### config.mk
export PLATFORM = sky130hd
export DESIGN_NAME = can_tx_sched_filter_irq
export DESIGN_NICKNAME = d
export VERILOG_FILES = /design/src/rtl/can_pkg.sv /design/src/rtl/can_tx_rank_pick.sv /design/src/rtl/can_accept_filter.sv /design/src/rtl/can_tx_sched_filter_irq.sv
export SDC_FILE = /design/constraint.sdc
export NUM_CORES = 2
export LEC_CHECK = 0
export BUFFER_PORTS_ARGS = -buffer_cell sky130_fd_sc_hd__buf_2
export CORE_AREA = 2 2 403 405
export DETAILED_ROUTE_END_ITERATION = 8
export DIE_AREA = 0 0 405 407
export PLACE_DENSITY_LB_ADDON = 0.08
export SLEW_MARGIN = 40
export SYNTH_ARGS = -nofsm -noshare
export SYNTH_HDL_FRONTEND = slang
export SYNTH_SLANG_ARGS = --single-unit
### constraint.sdc
create_clock -name clk -period 5.7 [get_ports clk]
set_input_delay 0.285 -clock clk [delete_from_list [all_inputs] [get_ports clk]]
set_output_delay 0.285 -clock clk [all_outputs]
set_load 0.02 [all_outputs]
### src/rtl/can_pkg.sv
// constants, types and carriers for the can tx, filter and flag block
// Operation
// - three tx buffers, 13-byte image each
// - each buffer has 8-bit rank field
// - sent buffer sets empty flag, tx irq
// - lowest rank value transmits first
// - reselect buffer at every arbitration attempt
// - abort unsent buffer: ack, empty, irq
// - four pattern and four mask bytes
// - accept sets rx full, lowest hit index
// - single mode: one 32-bit filter
// - dual mode: two 16-bit filters
// - quad mode: four 8-bit filters
// - closed mode never accepts a message
// - four irq lines, eleven masked sources
// - accepted frame sets rx full, rx irq
// - wakeup only with sleep ack and enable
// - warning flags at error count 96
// - passive flags above error count 127
// - bus-off flag above tx count 255
// - overrun sets flag, error irq
// - write one clears, condition holds flag
// - copy background only while rx full clear
// - both buffers full: drop, flag overrun
package can_pkg;
  localparam int          NBUF      = 3;
  localparam int          IMG_W     = 104;
  localparam int          IMG_PAD   = 24;
  localparam int          ID_W      = 32;
  localparam int          WORD_W    = 32;
  localparam int          BYTE_W    = 8;
  localparam int          HALF_W    = 16;
  localparam int          NSEC      = 4;
  localparam int          BUF_LSB   = 4;
  localparam int          WORD_LSB  = 2;
  localparam logic [1:0]  LAST_WORD = 2'h3;
  localparam logic [1:0]  NO_BUF    = 2'h3;
  localparam logic [31:0] LAST_MASK = 32'h0000_00ff;
  localparam logic [31:0] ALL_ONES  = 32'hffff_ffff;
  localparam logic [2:0]  BUF0      = 3'h1;
  localparam logic [2:0]  TXE_RST   = 3'h7;
  localparam logic [1:0]  SYNC_RST  = 2'h3;
  // register byte offsets
  localparam logic [11:0] CTRL_OFS  = 12'h000;
  localparam logic [11:0] RXFLG_OFS = 12'h004;
  localparam logic [11:0] RXIE_OFS  = 12'h008;
  localparam logic [11:0] TXFLG_OFS = 12'h00c;
  localparam logic [11:0] TXCTL_OFS = 12'h010;
  localparam logic [11:0] PAT_OFS   = 12'h014;
  localparam logic [11:0] MSK_OFS   = 12'h018;
  localparam logic [11:0] HIT_OFS   = 12'h01c;
  localparam logic [11:0] RANK_OFS  = 12'h020;
  localparam logic [11:0] ERRC_OFS  = 12'h024;
  localparam logic [11:0] TXB_BASE  = 12'h040;
  localparam logic [11:0] TXB_MASK  = 12'hfc0;
  localparam logic [11:0] RXB_BASE  = 12'h080;
  localparam logic [11:0] RXB_MASK  = 12'hff0;
  // rx flag and enable bit positions
  localparam int FLG_WAKE = 7;
  localparam int FLG_RXW  = 6;
  localparam int FLG_TXW  = 5;
  localparam int FLG_RXP  = 4;
  localparam int FLG_TXP  = 3;
  localparam int FLG_BOFF = 2;
  localparam int FLG_OVR  = 1;
  localparam int FLG_RXF  = 0;
  localparam int ERR_HI   = 6;
  localparam int ERR_LO   = 1;
  // error counter limits
  localparam logic [7:0]  RWARN   = 8'h60;
  localparam logic [7:0]  RPASS   = 8'h7f;
  localparam logic [7:0]  REC_MAX = 8'hff;
  localparam logic [8:0]  TWARN   = 9'h060;
  localparam logic [8:0]  TPASS   = 9'h07f;
  localparam logic [8:0]  TBOFF   = 9'h0ff;
  localparam logic [8:0]  TEC_INC = 9'h008;
  localparam logic [8:0]  TEC_DEC = 9'h001;
  localparam logic [7:0]  REC_DEC = 8'h01;

  typedef enum logic [1:0] {
    FM_SINGLE = 2'h0,
    FM_DUAL   = 2'h1,
    FM_QUAD   = 2'h3,
    FM_CLOSED = 2'h2
  } filt_mode_e;

  typedef enum logic [1:0] {
    TX_IDLE   = 2'h0,
    TX_ACTIVE = 2'h1
  } tx_state_e;

  typedef struct packed {
    logic        psel;
    logic        penable;
    logic        pwrite;
    logic [11:0] paddr;
    logic [31:0] pwdata;
  } apb_req_s;

  typedef struct packed {
    logic [31:0] prdata;
    logic        pready;
    logic        pslverr;
  } apb_rsp_s;

  typedef struct packed {
    logic             arbStart;
    logic             txDone;
    logic             txFail;
    logic             rxValid;
    logic             rxErr;
    logic             busOffRecover;
    logic [ID_W-1:0]  rxId;
    logic [IMG_W-1:0] rxImage;
  } eng_evt_s;

  typedef struct packed {
    logic             txPending;
    logic             txActive;
    logic [1:0]       txSel;
    logic [IMG_W-1:0] txImage;
  } tx_out_s;

  typedef struct packed {
    logic wake;
    logic err;
    logic rx;
    logic tx;
  } irq_s;
endpackage

### src/rtl/can_tx_rank_pick.sv
// lowest-rank selection among scheduled transmit buffers
`timescale 1ns/1ps
module can_tx_rank_pick (
  input  wire logic [can_pkg::NBUF-1:0]      cand,
  input  wire logic [can_pkg::NBUF-1:0][7:0] rank,
  output logic                               found,
  output logic [1:0]                         idx
);
  import can_pkg::*;

  // strict compare keeps the lower buffer number on equal ranks
  always_comb begin
    found = 1'b0;
    idx   = 2'h0;
    for (int i = 0; i < NBUF; i++) begin
      if (cand[i] && (!found || rank[i] < rank[idx])) begin
        found = 1'b1;
        idx   = 2'(i);
      end
    end
  end
endmodule

### src/rtl/can_accept_filter.sv
// identifier acceptance filter with four section modes
`timescale 1ns/1ps
module can_accept_filter (
  input  wire logic [can_pkg::ID_W-1:0] rxId,
  input  wire logic [can_pkg::ID_W-1:0] pattern,
  input  wire logic [can_pkg::ID_W-1:0] mask,
  input  can_pkg::filt_mode_e           mode,
  output logic                          hit,
  output logic [1:0]                    hitIdx
);
  import can_pkg::*;

  logic [NSEC-1:0] quadHit;
  logic [1:0]      dualHit;
  logic            singleHit;

  // a set mask bit makes that pattern bit a don't care
  assign singleHit = &(~(rxId ^ pattern) | mask);

  genvar g;
  generate
    for (g = 0; g < NSEC; g++) begin : g_sec
      localparam int QH = ID_W - 1 - g * BYTE_W;
      assign quadHit[g] = &(~(rxId[ID_W-1 -: BYTE_W]
                              ^ pattern[QH -: BYTE_W])
                            | mask[QH -: BYTE_W]);
      if (g < 2) begin : g_dual
        localparam int DH = ID_W - 1 - g * HALF_W;
        assign dualHit[g] = &(~(rxId[ID_W-1 -: HALF_W]
                                ^ pattern[DH -: HALF_W])
                              | mask[DH -: HALF_W]);
      end
    end
  endgenerate

  // lowest matching section is reported
  always_comb begin
    hit    = 1'b0;
    hitIdx = 2'h0;
    case (mode)
      FM_SINGLE: begin
        hit = singleHit;
      end
      FM_DUAL: begin
        hit    = |dualHit;
        hitIdx = dualHit[0] ? 2'h0 : 2'h1;
      end
      FM_QUAD: begin
        hit    = |quadHit;
        hitIdx = quadHit[0] ? 2'h0 : quadHit[1] ? 2'h1 :
                 quadHit[2] ? 2'h2 : 2'h3;
      end
      default: begin
        hit = 1'b0;
      end
    endcase
  end
endmodule

### src/rtl/can_tx_sched_filter_irq.sv
// can tx buffers, rank scheduling, acceptance and flag block
//
// Implementation choices: the APB interface to the registers and the register offsets.
`timescale 1ns/1ps
module can_tx_sched_filter_irq (
  input  wire logic        clk,
  input  wire logic        reset,
  input  can_pkg::apb_req_s apbReq,
  output can_pkg::apb_rsp_s apbRsp,
  input  can_pkg::eng_evt_s engEvt,
  input  wire logic        rxPin,
  input  wire logic        sleepAck,
  output can_pkg::tx_out_s txOut,
  output can_pkg::irq_s    irq,
  output logic             errPassive,
  output logic             busOffState
);
  import can_pkg::*;

  // ----------------------------------------------------------------
  // state
  // ----------------------------------------------------------------
  typedef struct packed {
    logic                             rdy;
    logic [WORD_W-1:0]                rdata;
    logic                             slverr;
    logic [1:0]                       sync;
    logic [7:0]                       flags;
    logic [7:0]                       rxIe;
    filt_mode_e                       mode;
    logic [ID_W-1:0]                  pat;
    logic [ID_W-1:0]                  msk;
    logic [1:0]                       hit;
    logic [NBUF-1:0]                  txEmpty;
    logic [NBUF-1:0]                  abortReq;
    logic [NBUF-1:0]                  abortAck;
    logic [NBUF-1:0]                  txIe;
    logic [NBUF-1:0][7:0]             rank;
    logic [NBUF-1:0][4*WORD_W-1:0]    txBuf;
    logic [4*WORD_W-1:0]              rxBuf;
    logic [IMG_W-1:0]                 bgBuf;
    logic                             bgPend;
    logic [1:0]                       bgHit;
    tx_state_e                        txState;
    logic [1:0]                       txSel;
    logic [IMG_W-1:0]                 txImg;
    logic [7:0]                       rec;
    logic [8:0]                       tec;
  } state_s;

  state_s            st_q;
  state_s            st_d;
  logic              fHit;
  logic [1:0]        fIdx;
  logic              sFound;
  logic [1:0]        sIdx;
  logic [NBUF-1:0]   cand;
  logic [NBUF-1:0]   busyMask;
  logic [NBUF-1:0]   grant;
  logic [NBUF-1:0]   sched;
  logic [7:0]        setF;
  logic [7:0]        clrF;
  logic [WORD_W-1:0] rdMux;
  logic [WORD_W-1:0] wMask;
  logic              mapped;
  logic              acc;
  logic              wrEn;
  logic              isTxb;
  logic              isRxb;
  logic [1:0]        bufIdx;
  logic [1:0]        wordIdx;
  logic              busOff;
  logic              accepted;
  logic              copyBg;
  logic              direct;
  logic              toBg;
  logic              ovrEvt;
  logic              rankOk;

  // ----------------------------------------------------------------
  // submodules
  // ----------------------------------------------------------------
  can_accept_filter u_filter (
    .rxId    (engEvt.rxId),
    .pattern (st_q.pat),
    .mask    (st_q.msk),
    .mode    (st_q.mode),
    .hit     (fHit),
    .hitIdx  (fIdx)
  );

  can_tx_rank_pick u_pick (
    .cand  (cand),
    .rank  (st_q.rank),
    .found (sFound),
    .idx   (sIdx)
  );

  // ----------------------------------------------------------------
  // apb decode
  // ----------------------------------------------------------------
  // one wait state: read data is registered before pready
  assign acc     = apbReq.psel & apbReq.penable;
  assign wrEn    = acc & st_q.rdy & apbReq.pwrite & mapped;
  assign bufIdx  = apbReq.paddr[BUF_LSB +: 2];
  assign wordIdx = apbReq.paddr[WORD_LSB +: 2];
  assign isTxb   = ((apbReq.paddr & TXB_MASK) == TXB_BASE)
                   && (bufIdx != NO_BUF);
  assign isRxb   = (apbReq.paddr & RXB_MASK) == RXB_BASE;
  assign wMask   = (wordIdx == LAST_WORD) ? LAST_MASK : ALL_ONES;

  // flag clears are write-one; zeros leave other flags alone
  assign clrF  = (wrEn && apbReq.paddr == RXFLG_OFS) ?
                 apbReq.pwdata[7:0] : 8'h00;
  assign sched = (wrEn && apbReq.paddr == TXFLG_OFS) ?
                 apbReq.pwdata[NBUF-1:0] & st_q.txEmpty : '0;

  // read mux, unmapped addresses answer with pslverr
  always_comb begin
    rdMux  = '0;
    mapped = 1'b1;
    case (apbReq.paddr)
      CTRL_OFS:  rdMux = 32'(st_q.mode);
      RXFLG_OFS: rdMux = 32'(st_q.flags);
      RXIE_OFS:  rdMux = 32'(st_q.rxIe);
      TXFLG_OFS: rdMux = 32'({st_q.abortAck, 1'b0, st_q.txEmpty});
      TXCTL_OFS: rdMux = 32'({st_q.txIe, 1'b0, st_q.abortReq});
      PAT_OFS:   rdMux = st_q.pat;
      MSK_OFS:   rdMux = st_q.msk;
      HIT_OFS:   rdMux = 32'(st_q.hit);
      RANK_OFS:  rdMux = 32'(st_q.rank);
      ERRC_OFS:  rdMux = 32'({st_q.tec, st_q.rec});
      default: begin
        if (isTxb) begin
          rdMux = st_q.txBuf[bufIdx][WORD_W*wordIdx +: WORD_W];
        end else if (isRxb) begin
          rdMux = st_q.rxBuf[WORD_W*wordIdx +: WORD_W];
        end else begin
          mapped = 1'b0;
        end
      end
    endcase
  end

  // ----------------------------------------------------------------
  // tx and rx steering terms
  // ----------------------------------------------------------------
  // buffers with a pending abort are kept out of arbitration
  assign busOff   = st_q.tec > TBOFF;
  assign cand     = ~st_q.txEmpty & ~st_q.abortReq & {NBUF{~busOff}};
  assign busyMask = (st_q.txState == TX_ACTIVE) ? BUF0 << st_q.txSel
                                                : '0;
  // no abort is granted during sleep or for the frame on the wire
  assign grant    = st_q.abortReq & ~st_q.txEmpty & ~busyMask
                    & {NBUF{~sleepAck}};

  // background slot drains only into an empty host buffer
  assign copyBg   = st_q.bgPend & ~st_q.flags[FLG_RXF]
                    & ~sleepAck;
  assign accepted = engEvt.rxValid & fHit;
  assign direct   = accepted & ~st_q.flags[FLG_RXF] & ~st_q.bgPend;
  assign toBg     = accepted & ~direct & (~st_q.bgPend | copyBg);
  assign ovrEvt   = accepted & ~direct & ~toBg;

  // hardware set terms, held while the cause stays
  assign setF = {sleepAck & st_q.rxIe[FLG_WAKE] & ~st_q.sync[1],
                 st_q.rec >= RWARN,
                 st_q.tec >= TWARN,
                 st_q.rec > RPASS,
                 st_q.tec > TPASS,
                 busOff,
                 ovrEvt,
                 copyBg | direct};

  // ----------------------------------------------------------------
  // next state
  // ----------------------------------------------------------------
  always_comb begin
    st_d      = st_q;
    st_d.sync = {st_q.sync[0], rxPin};
    st_d.rdy  = acc & ~st_q.rdy;
    if (acc && !st_q.rdy) begin
      st_d.rdata  = rdMux;
      st_d.slverr = ~mapped;
    end
    // host register writes
    if (wrEn) begin
      case (apbReq.paddr)
        CTRL_OFS:  st_d.mode = filt_mode_e'(apbReq.pwdata[1:0]);
        RXIE_OFS:  st_d.rxIe = apbReq.pwdata[7:0];
        TXCTL_OFS: begin
          st_d.abortReq = st_q.abortReq | apbReq.pwdata[NBUF-1:0];
          st_d.txIe     = apbReq.pwdata[NBUF+1 +: NBUF];
        end
        PAT_OFS:   st_d.pat = apbReq.pwdata;
        MSK_OFS:   st_d.msk = apbReq.pwdata;
        RANK_OFS:  st_d.rank = apbReq.pwdata[NBUF*8-1:0];
        default: begin
          if (isTxb) begin
            st_d.txBuf[bufIdx][WORD_W*wordIdx +: WORD_W] =
              apbReq.pwdata & wMask;
          end
        end
      endcase
    end
    // flags: set wins over a same-cycle clear
    st_d.flags = (st_q.flags & ~clrF) | setF;
    // scheduling, then hardware releases of buffers
    st_d.txEmpty  = (st_q.txEmpty & ~sched) | grant;
    st_d.abortAck = (st_q.abortAck & ~sched) | grant;
    st_d.abortReq = st_d.abortReq & ~st_q.txEmpty & ~grant;
    case (st_q.txState)
      TX_IDLE: begin
        if (engEvt.arbStart && sFound) begin
          st_d.txState = TX_ACTIVE;
          st_d.txSel   = sIdx;
          st_d.txImg   = st_q.txBuf[sIdx][IMG_W-1:0];
        end
      end
      TX_ACTIVE: begin
        if (engEvt.txDone) begin
          st_d.txEmpty[st_q.txSel]  = 1'b1;
          st_d.abortAck[st_q.txSel] = 1'b0;
          st_d.abortReq[st_q.txSel] = 1'b0;
          st_d.txState              = TX_IDLE;
        end else if (engEvt.txFail) begin
          st_d.txState = TX_IDLE;
        end
      end
      default: begin
        st_d.txState = TX_IDLE;
      end
    endcase
    // fault confinement counters; tec does not count up while bus-off
    if (engEvt.busOffRecover && busOff) begin
      st_d.tec = '0;
      st_d.rec = '0;
    end else begin
      if (st_q.txState == TX_ACTIVE && engEvt.txFail && !busOff) begin
        st_d.tec = st_q.tec + TEC_INC;
      end else if (engEvt.txDone && st_q.tec != '0) begin
        st_d.tec = st_q.tec - TEC_DEC;
      end
      if (engEvt.rxErr && st_q.rec != REC_MAX) begin
        st_d.rec = st_q.rec + REC_DEC;
      end else if (engEvt.rxValid && st_q.rec != '0) begin
        st_d.rec = st_q.rec - REC_DEC;
      end
    end
    // receive path into host and background slots
    if (copyBg) begin
      st_d.rxBuf  = {{IMG_PAD{1'b0}}, st_q.bgBuf};
      st_d.hit    = st_q.bgHit;
      st_d.bgPend = 1'b0;
    end
    if (direct) begin
      st_d.rxBuf = {{IMG_PAD{1'b0}}, engEvt.rxImage};
      st_d.hit   = fIdx;
    end
    if (toBg) begin
      st_d.bgBuf  = engEvt.rxImage;
      st_d.bgHit  = fIdx;
      st_d.bgPend = 1'b1;
    end
  end

  // single state register
  always_ff @(posedge clk) begin
    if (reset) begin
      st_q         <= '0;
      st_q.txEmpty <= TXE_RST;
      st_q.sync    <= SYNC_RST; // recessive, so no false wake after reset
    end else begin
      st_q <= st_d;
    end
  end

  // ----------------------------------------------------------------
  // outputs
  // ----------------------------------------------------------------
  assign apbRsp.prdata  = st_q.rdata;
  assign apbRsp.pready  = st_q.rdy;
  assign apbRsp.pslverr = st_q.slverr & st_q.rdy;
  assign txOut.txPending = |cand;
  assign txOut.txActive  = st_q.txState == TX_ACTIVE;
  assign txOut.txSel     = st_q.txSel;
  assign txOut.txImage   = st_q.txImg;
  assign errPassive  = st_q.flags[FLG_RXP] | st_q.flags[FLG_TXP];
  assign busOffState = busOff;

  // request lines stay up while any unmasked flag is set
  assign irq.wake = st_q.flags[FLG_WAKE] & st_q.rxIe[FLG_WAKE];
  assign irq.err  = |(st_q.flags[ERR_HI:ERR_LO]
                      & st_q.rxIe[ERR_HI:ERR_LO]);
  assign irq.rx   = st_q.flags[FLG_RXF] & st_q.rxIe[FLG_RXF];
  assign irq.tx   = |(st_q.txEmpty & st_q.txIe);

  // ----------------------------------------------------------------
  // assertions
  // ----------------------------------------------------------------
  // helper: no candidate ranks strictly below the pick
  always_comb begin
    rankOk = cand[sIdx];
    for (int i = 0; i < NBUF; i++) begin
      if (cand[i] && st_q.rank[i] < st_q.rank[sIdx]) begin
        rankOk = 1'b0;
      end
    end
  end
endmodule

==> metrics.yaml <==
outcome:
  status: "finished, final reports clean"
place:
  io_buffers: 340
  routabilityCongestion: 0.851
  place_hpwl_um: 130000
synthesis:
  async_reset_ff_frac: 0
  syn_area_per_cell_um2: 8.42
  synthTopCellsByArea: "dfxtp_1 (42%), mux2i_1 (5.9%), nand2_1 (5.5%)"
  synthCells: 4926
  ys_types: 77
  seq_area_frac_synth: 0.422
  synth_top_area_frac: 0.422
  synth_area_um2: 41500
  yosysTopAreaCell: "dfxtp_1"
  yosys_warnings: 0
  syn-num-nets: 5151
  synth_edf_count: 0
  ys.flop_type: "dfxtp_1"
  synth.ff_latch_count: 875
critical_path:
  crit_path_cell_trace: "ha_1 > and4_1 > a31oi_2 > inv_2 > a2111oi_4 > o21a_4 > a21oi_1 > ha_1 > nand4_1 > nor3_1 > o211a_4 > buf_12 > o22ai_1 > a32o_1"
  critPathLaunchType: "flip-flop"
  arrival_ns: 5.76
  cp_max_fo: 89
  cp_slowest_cell: "o211a_4"
  r2r_slack_ns: 0.57
  setup.worst_path.end_class: "flip-flop"
  crit_path_frequent_cell: "ha_1"
  r2r_start: "st_q[3]"
  rr_worst_depth: 14
  setup.worst_path.class: "reg2reg"
  required_ns: 6.33
  cp_num_buf_inv: 2
  crit_family: "compound AO/OA/AOI/OAI gates"
  timing.rr.end: "txOut[90]"
  slowest_delay_ns: 0.76
global_routing:
  antenna_found_initial: 19
  grt_usage: 0.231
  grt_max_degree: 185
  grt_pass1_wl_um: 277000
  grt.overflow.total: 0
  first_global_vias: 35900
worst_hold_path:
  hold_depth: 3
  hp-class: "in2reg"
  holdCritStartpoint: "apbReq[31]"
  whs_endpoint: "st_q[519]"
final_layout:
  final_util: 0.304
  fillers: 17000
  layout_commonest_cell: "dfxtp_1"
  final_cell_mix: "dfxtp_1 (875), nand2_1 (596), nor2_1 (513), o21ai_0 (424), nand3_1 (410)"
  area_delta_synth_final_pct: 17.5
  drive_gt1_frac: 0.158
  fin_nets: 5182
detailed_routing:
  drt-vias-per-instance: 5.24
  route.detailed.drc: 0
  drt_iter0_drc: 2737
  drt.antenna.violating_nets: 0
  drt-pass1-iter-count: 6
  drt_wl_total_um: 196000
  num_vias: 37700
  wl_per_cell_um: 27.3
job:
  maxCapViolCount: 0
sta:
  clock_skew_ns: 0.0305
  fin_crit_sh: 0.900
  max_clock_freq_mhz: 195
  max_slew_margin: 0.312
  period_needed_ns: 5.13
  finalHoldViolations: 0
  drv_slew: 0
  setup-violations-final: 0
  setup_tns_ns: 0
  worst_pin_slew_ns: 1.03
  grt_setup_unrepaired: "false"
die:
  rows: 147
  die_area_um2: 165000
  io_pins: 341
  core_area_um2: 160000
  die_w_um: 405
  start_util: 0.259
  fp.dieH_um: 407
clock_network:
  cts_buffers: 110
  clk_path_buf_depth: 3
  clk_pin_slew_ns: 0.06
  clock-root-buffer: "clkbuf_16"
  htreeDepth: 3
  worstSkewPairLatency_ns: 0.74
  cts_sinks: 875
  cts_setup_buffers: 0
  cts_tree: "done"
power_and_ir_drop:
  p_leak_nw: 17.1
  p_per_area_nw_per_um2: 302
  peakVddDrop_v: 0.000231
==> repair_timing <==
action / in CTS / in global routing
hold endpoints to repair: 211 / 0
gates resized for setup: 0 / 0
hold buffers: 108 / 0
==> through the flow <==
stage | area (um^2) | instances | setup slack [ns] | power (mW) | hold WS (ns)
2_1_floorplan | 41500 | 4926 | 1.52 | 7.10 | 0.389
3_3_place_gp | 43800 | 6883 | 0.786 | 7.69 | 0.416
3_5_place_dp | 43900 | 6894 | 0.686 | 7.70 | 0.422
4_1_cts | 48600 | 7197 | 0.688 | 14.9 | 0.0155
5_1_grt | 48700 | 7201 | 0.335 | 15.2 | 0.0405
6_report | 48700 | 7203 | 0.568 | 14.7 | 0.0680
==> power breakdown <==
| group | internal, mW | total, mW | leakage, nW | switching [mW] |
|---|---|---|---|---|
| clock | 4.07 | 7.07 | 1.76 | 3.01 |
| combinational | 0.433 | 1.30 | 8.29 | 0.872 |
| sequential | 6.19 | 6.33 | 7.05 | 0.132 |
==> cell type report <==
class                           count  area, um^2  area share
Antenna cell                        3        7.51    0.000154
Multi-Input combinational cell   3407       21100       0.432
Clock inverter                     25         323     0.00662
Sequential cell                   875       17500       0.359
Tap cell                         2160        2700      0.0554
Clock buffer                      170        3270      0.0670
Timing Repair Buffer              538        3750      0.0769
Inverter                           25         104     0.00213
==> how the worst max path moves through the flow <==
stage | startpoint | end | slack (ns) | cells past startpoint
after CTS | st_q[3] | txOut[32] | 0.69 | 14
after global routing | st_q[3] | txOut[32] | 0.33 | 14
final | st_q[3] | txOut[90] | 0.57 | 14
after global placement | st_q[3] | txOut[63] | 0.79 | 14
after floorplan | st_q[4] | txOut[54] | 1.52 | 19
after detailed placement | st_q[3] | txOut[32] | 0.69 | 14
==> synthesized netlist by cell type (all sizes together), types with 12 or more instances <==
| cell type | instances |
|---|---|
| dfxtp | 875 |
| nand2 | 609 |
| mux2 | 121 |
| ha | 31 |
| clkbuf | 344 |
| nor2 | 521 |
| inv | 24 |
| a21oi | 58 |
| a222oi | 17 |
| nand3 | 410 |
| a221oi | 148 |
| o22ai | 135 |
| a32o | 104 |
| and2 | 16 |
| o21ai | 447 |
| mux2i | 244 |
| xnor2 | 73 |
| buf | 275 |
| a22oi | 20 |
| nor3 | 67 |
| a311oi | 123 |
| nor4 | 12 |
| or3 | 118 |
==> routing by layer <==
metal	global-route usage	share of wire	vias to the layer above	routed length, um
met3	0.0330	0.046	223	9050
met4	0.0568	0.025	18	4960
met1	0.314	0.46	18800	90500
met5	0	0.00052	-	103
met2	0.382	0.47	1005	91700
li1	-	-	17700	-
==> flip-flops by register name (all words and copies together) (netlist names) <==
| signal | cells |
|---|---|
| st_q | 735 |
| txOut | 106 |
| apbRsp | 33 |
| st_d | 1 |
==> logic make-up (layout without fill, tap and decap cells) <==
group | after synthesis | in the layout | share of synthesized area
flops | 875 | 875 | 0.422
compound gates | 1128 | 1128 | 0.187
xor+xnor | 76 | 76 | 0.0160
mux | 375 | 375 | 0.0972
simple gates | 1796 | 1796 | 0.191
fa+ha+maj | 32 | 32 | 0.00983
buf+inv | 644 | 758 | 0.0770
other cells | 0 | 3 | 0
==> tightest hold or removal path, stage by stage <==
cell and delay [ns]:
buf_2 0.23, nand2_1 0.15, o21ai_0 0.07
Note: power is estimated with default switching activity, not from simulation.
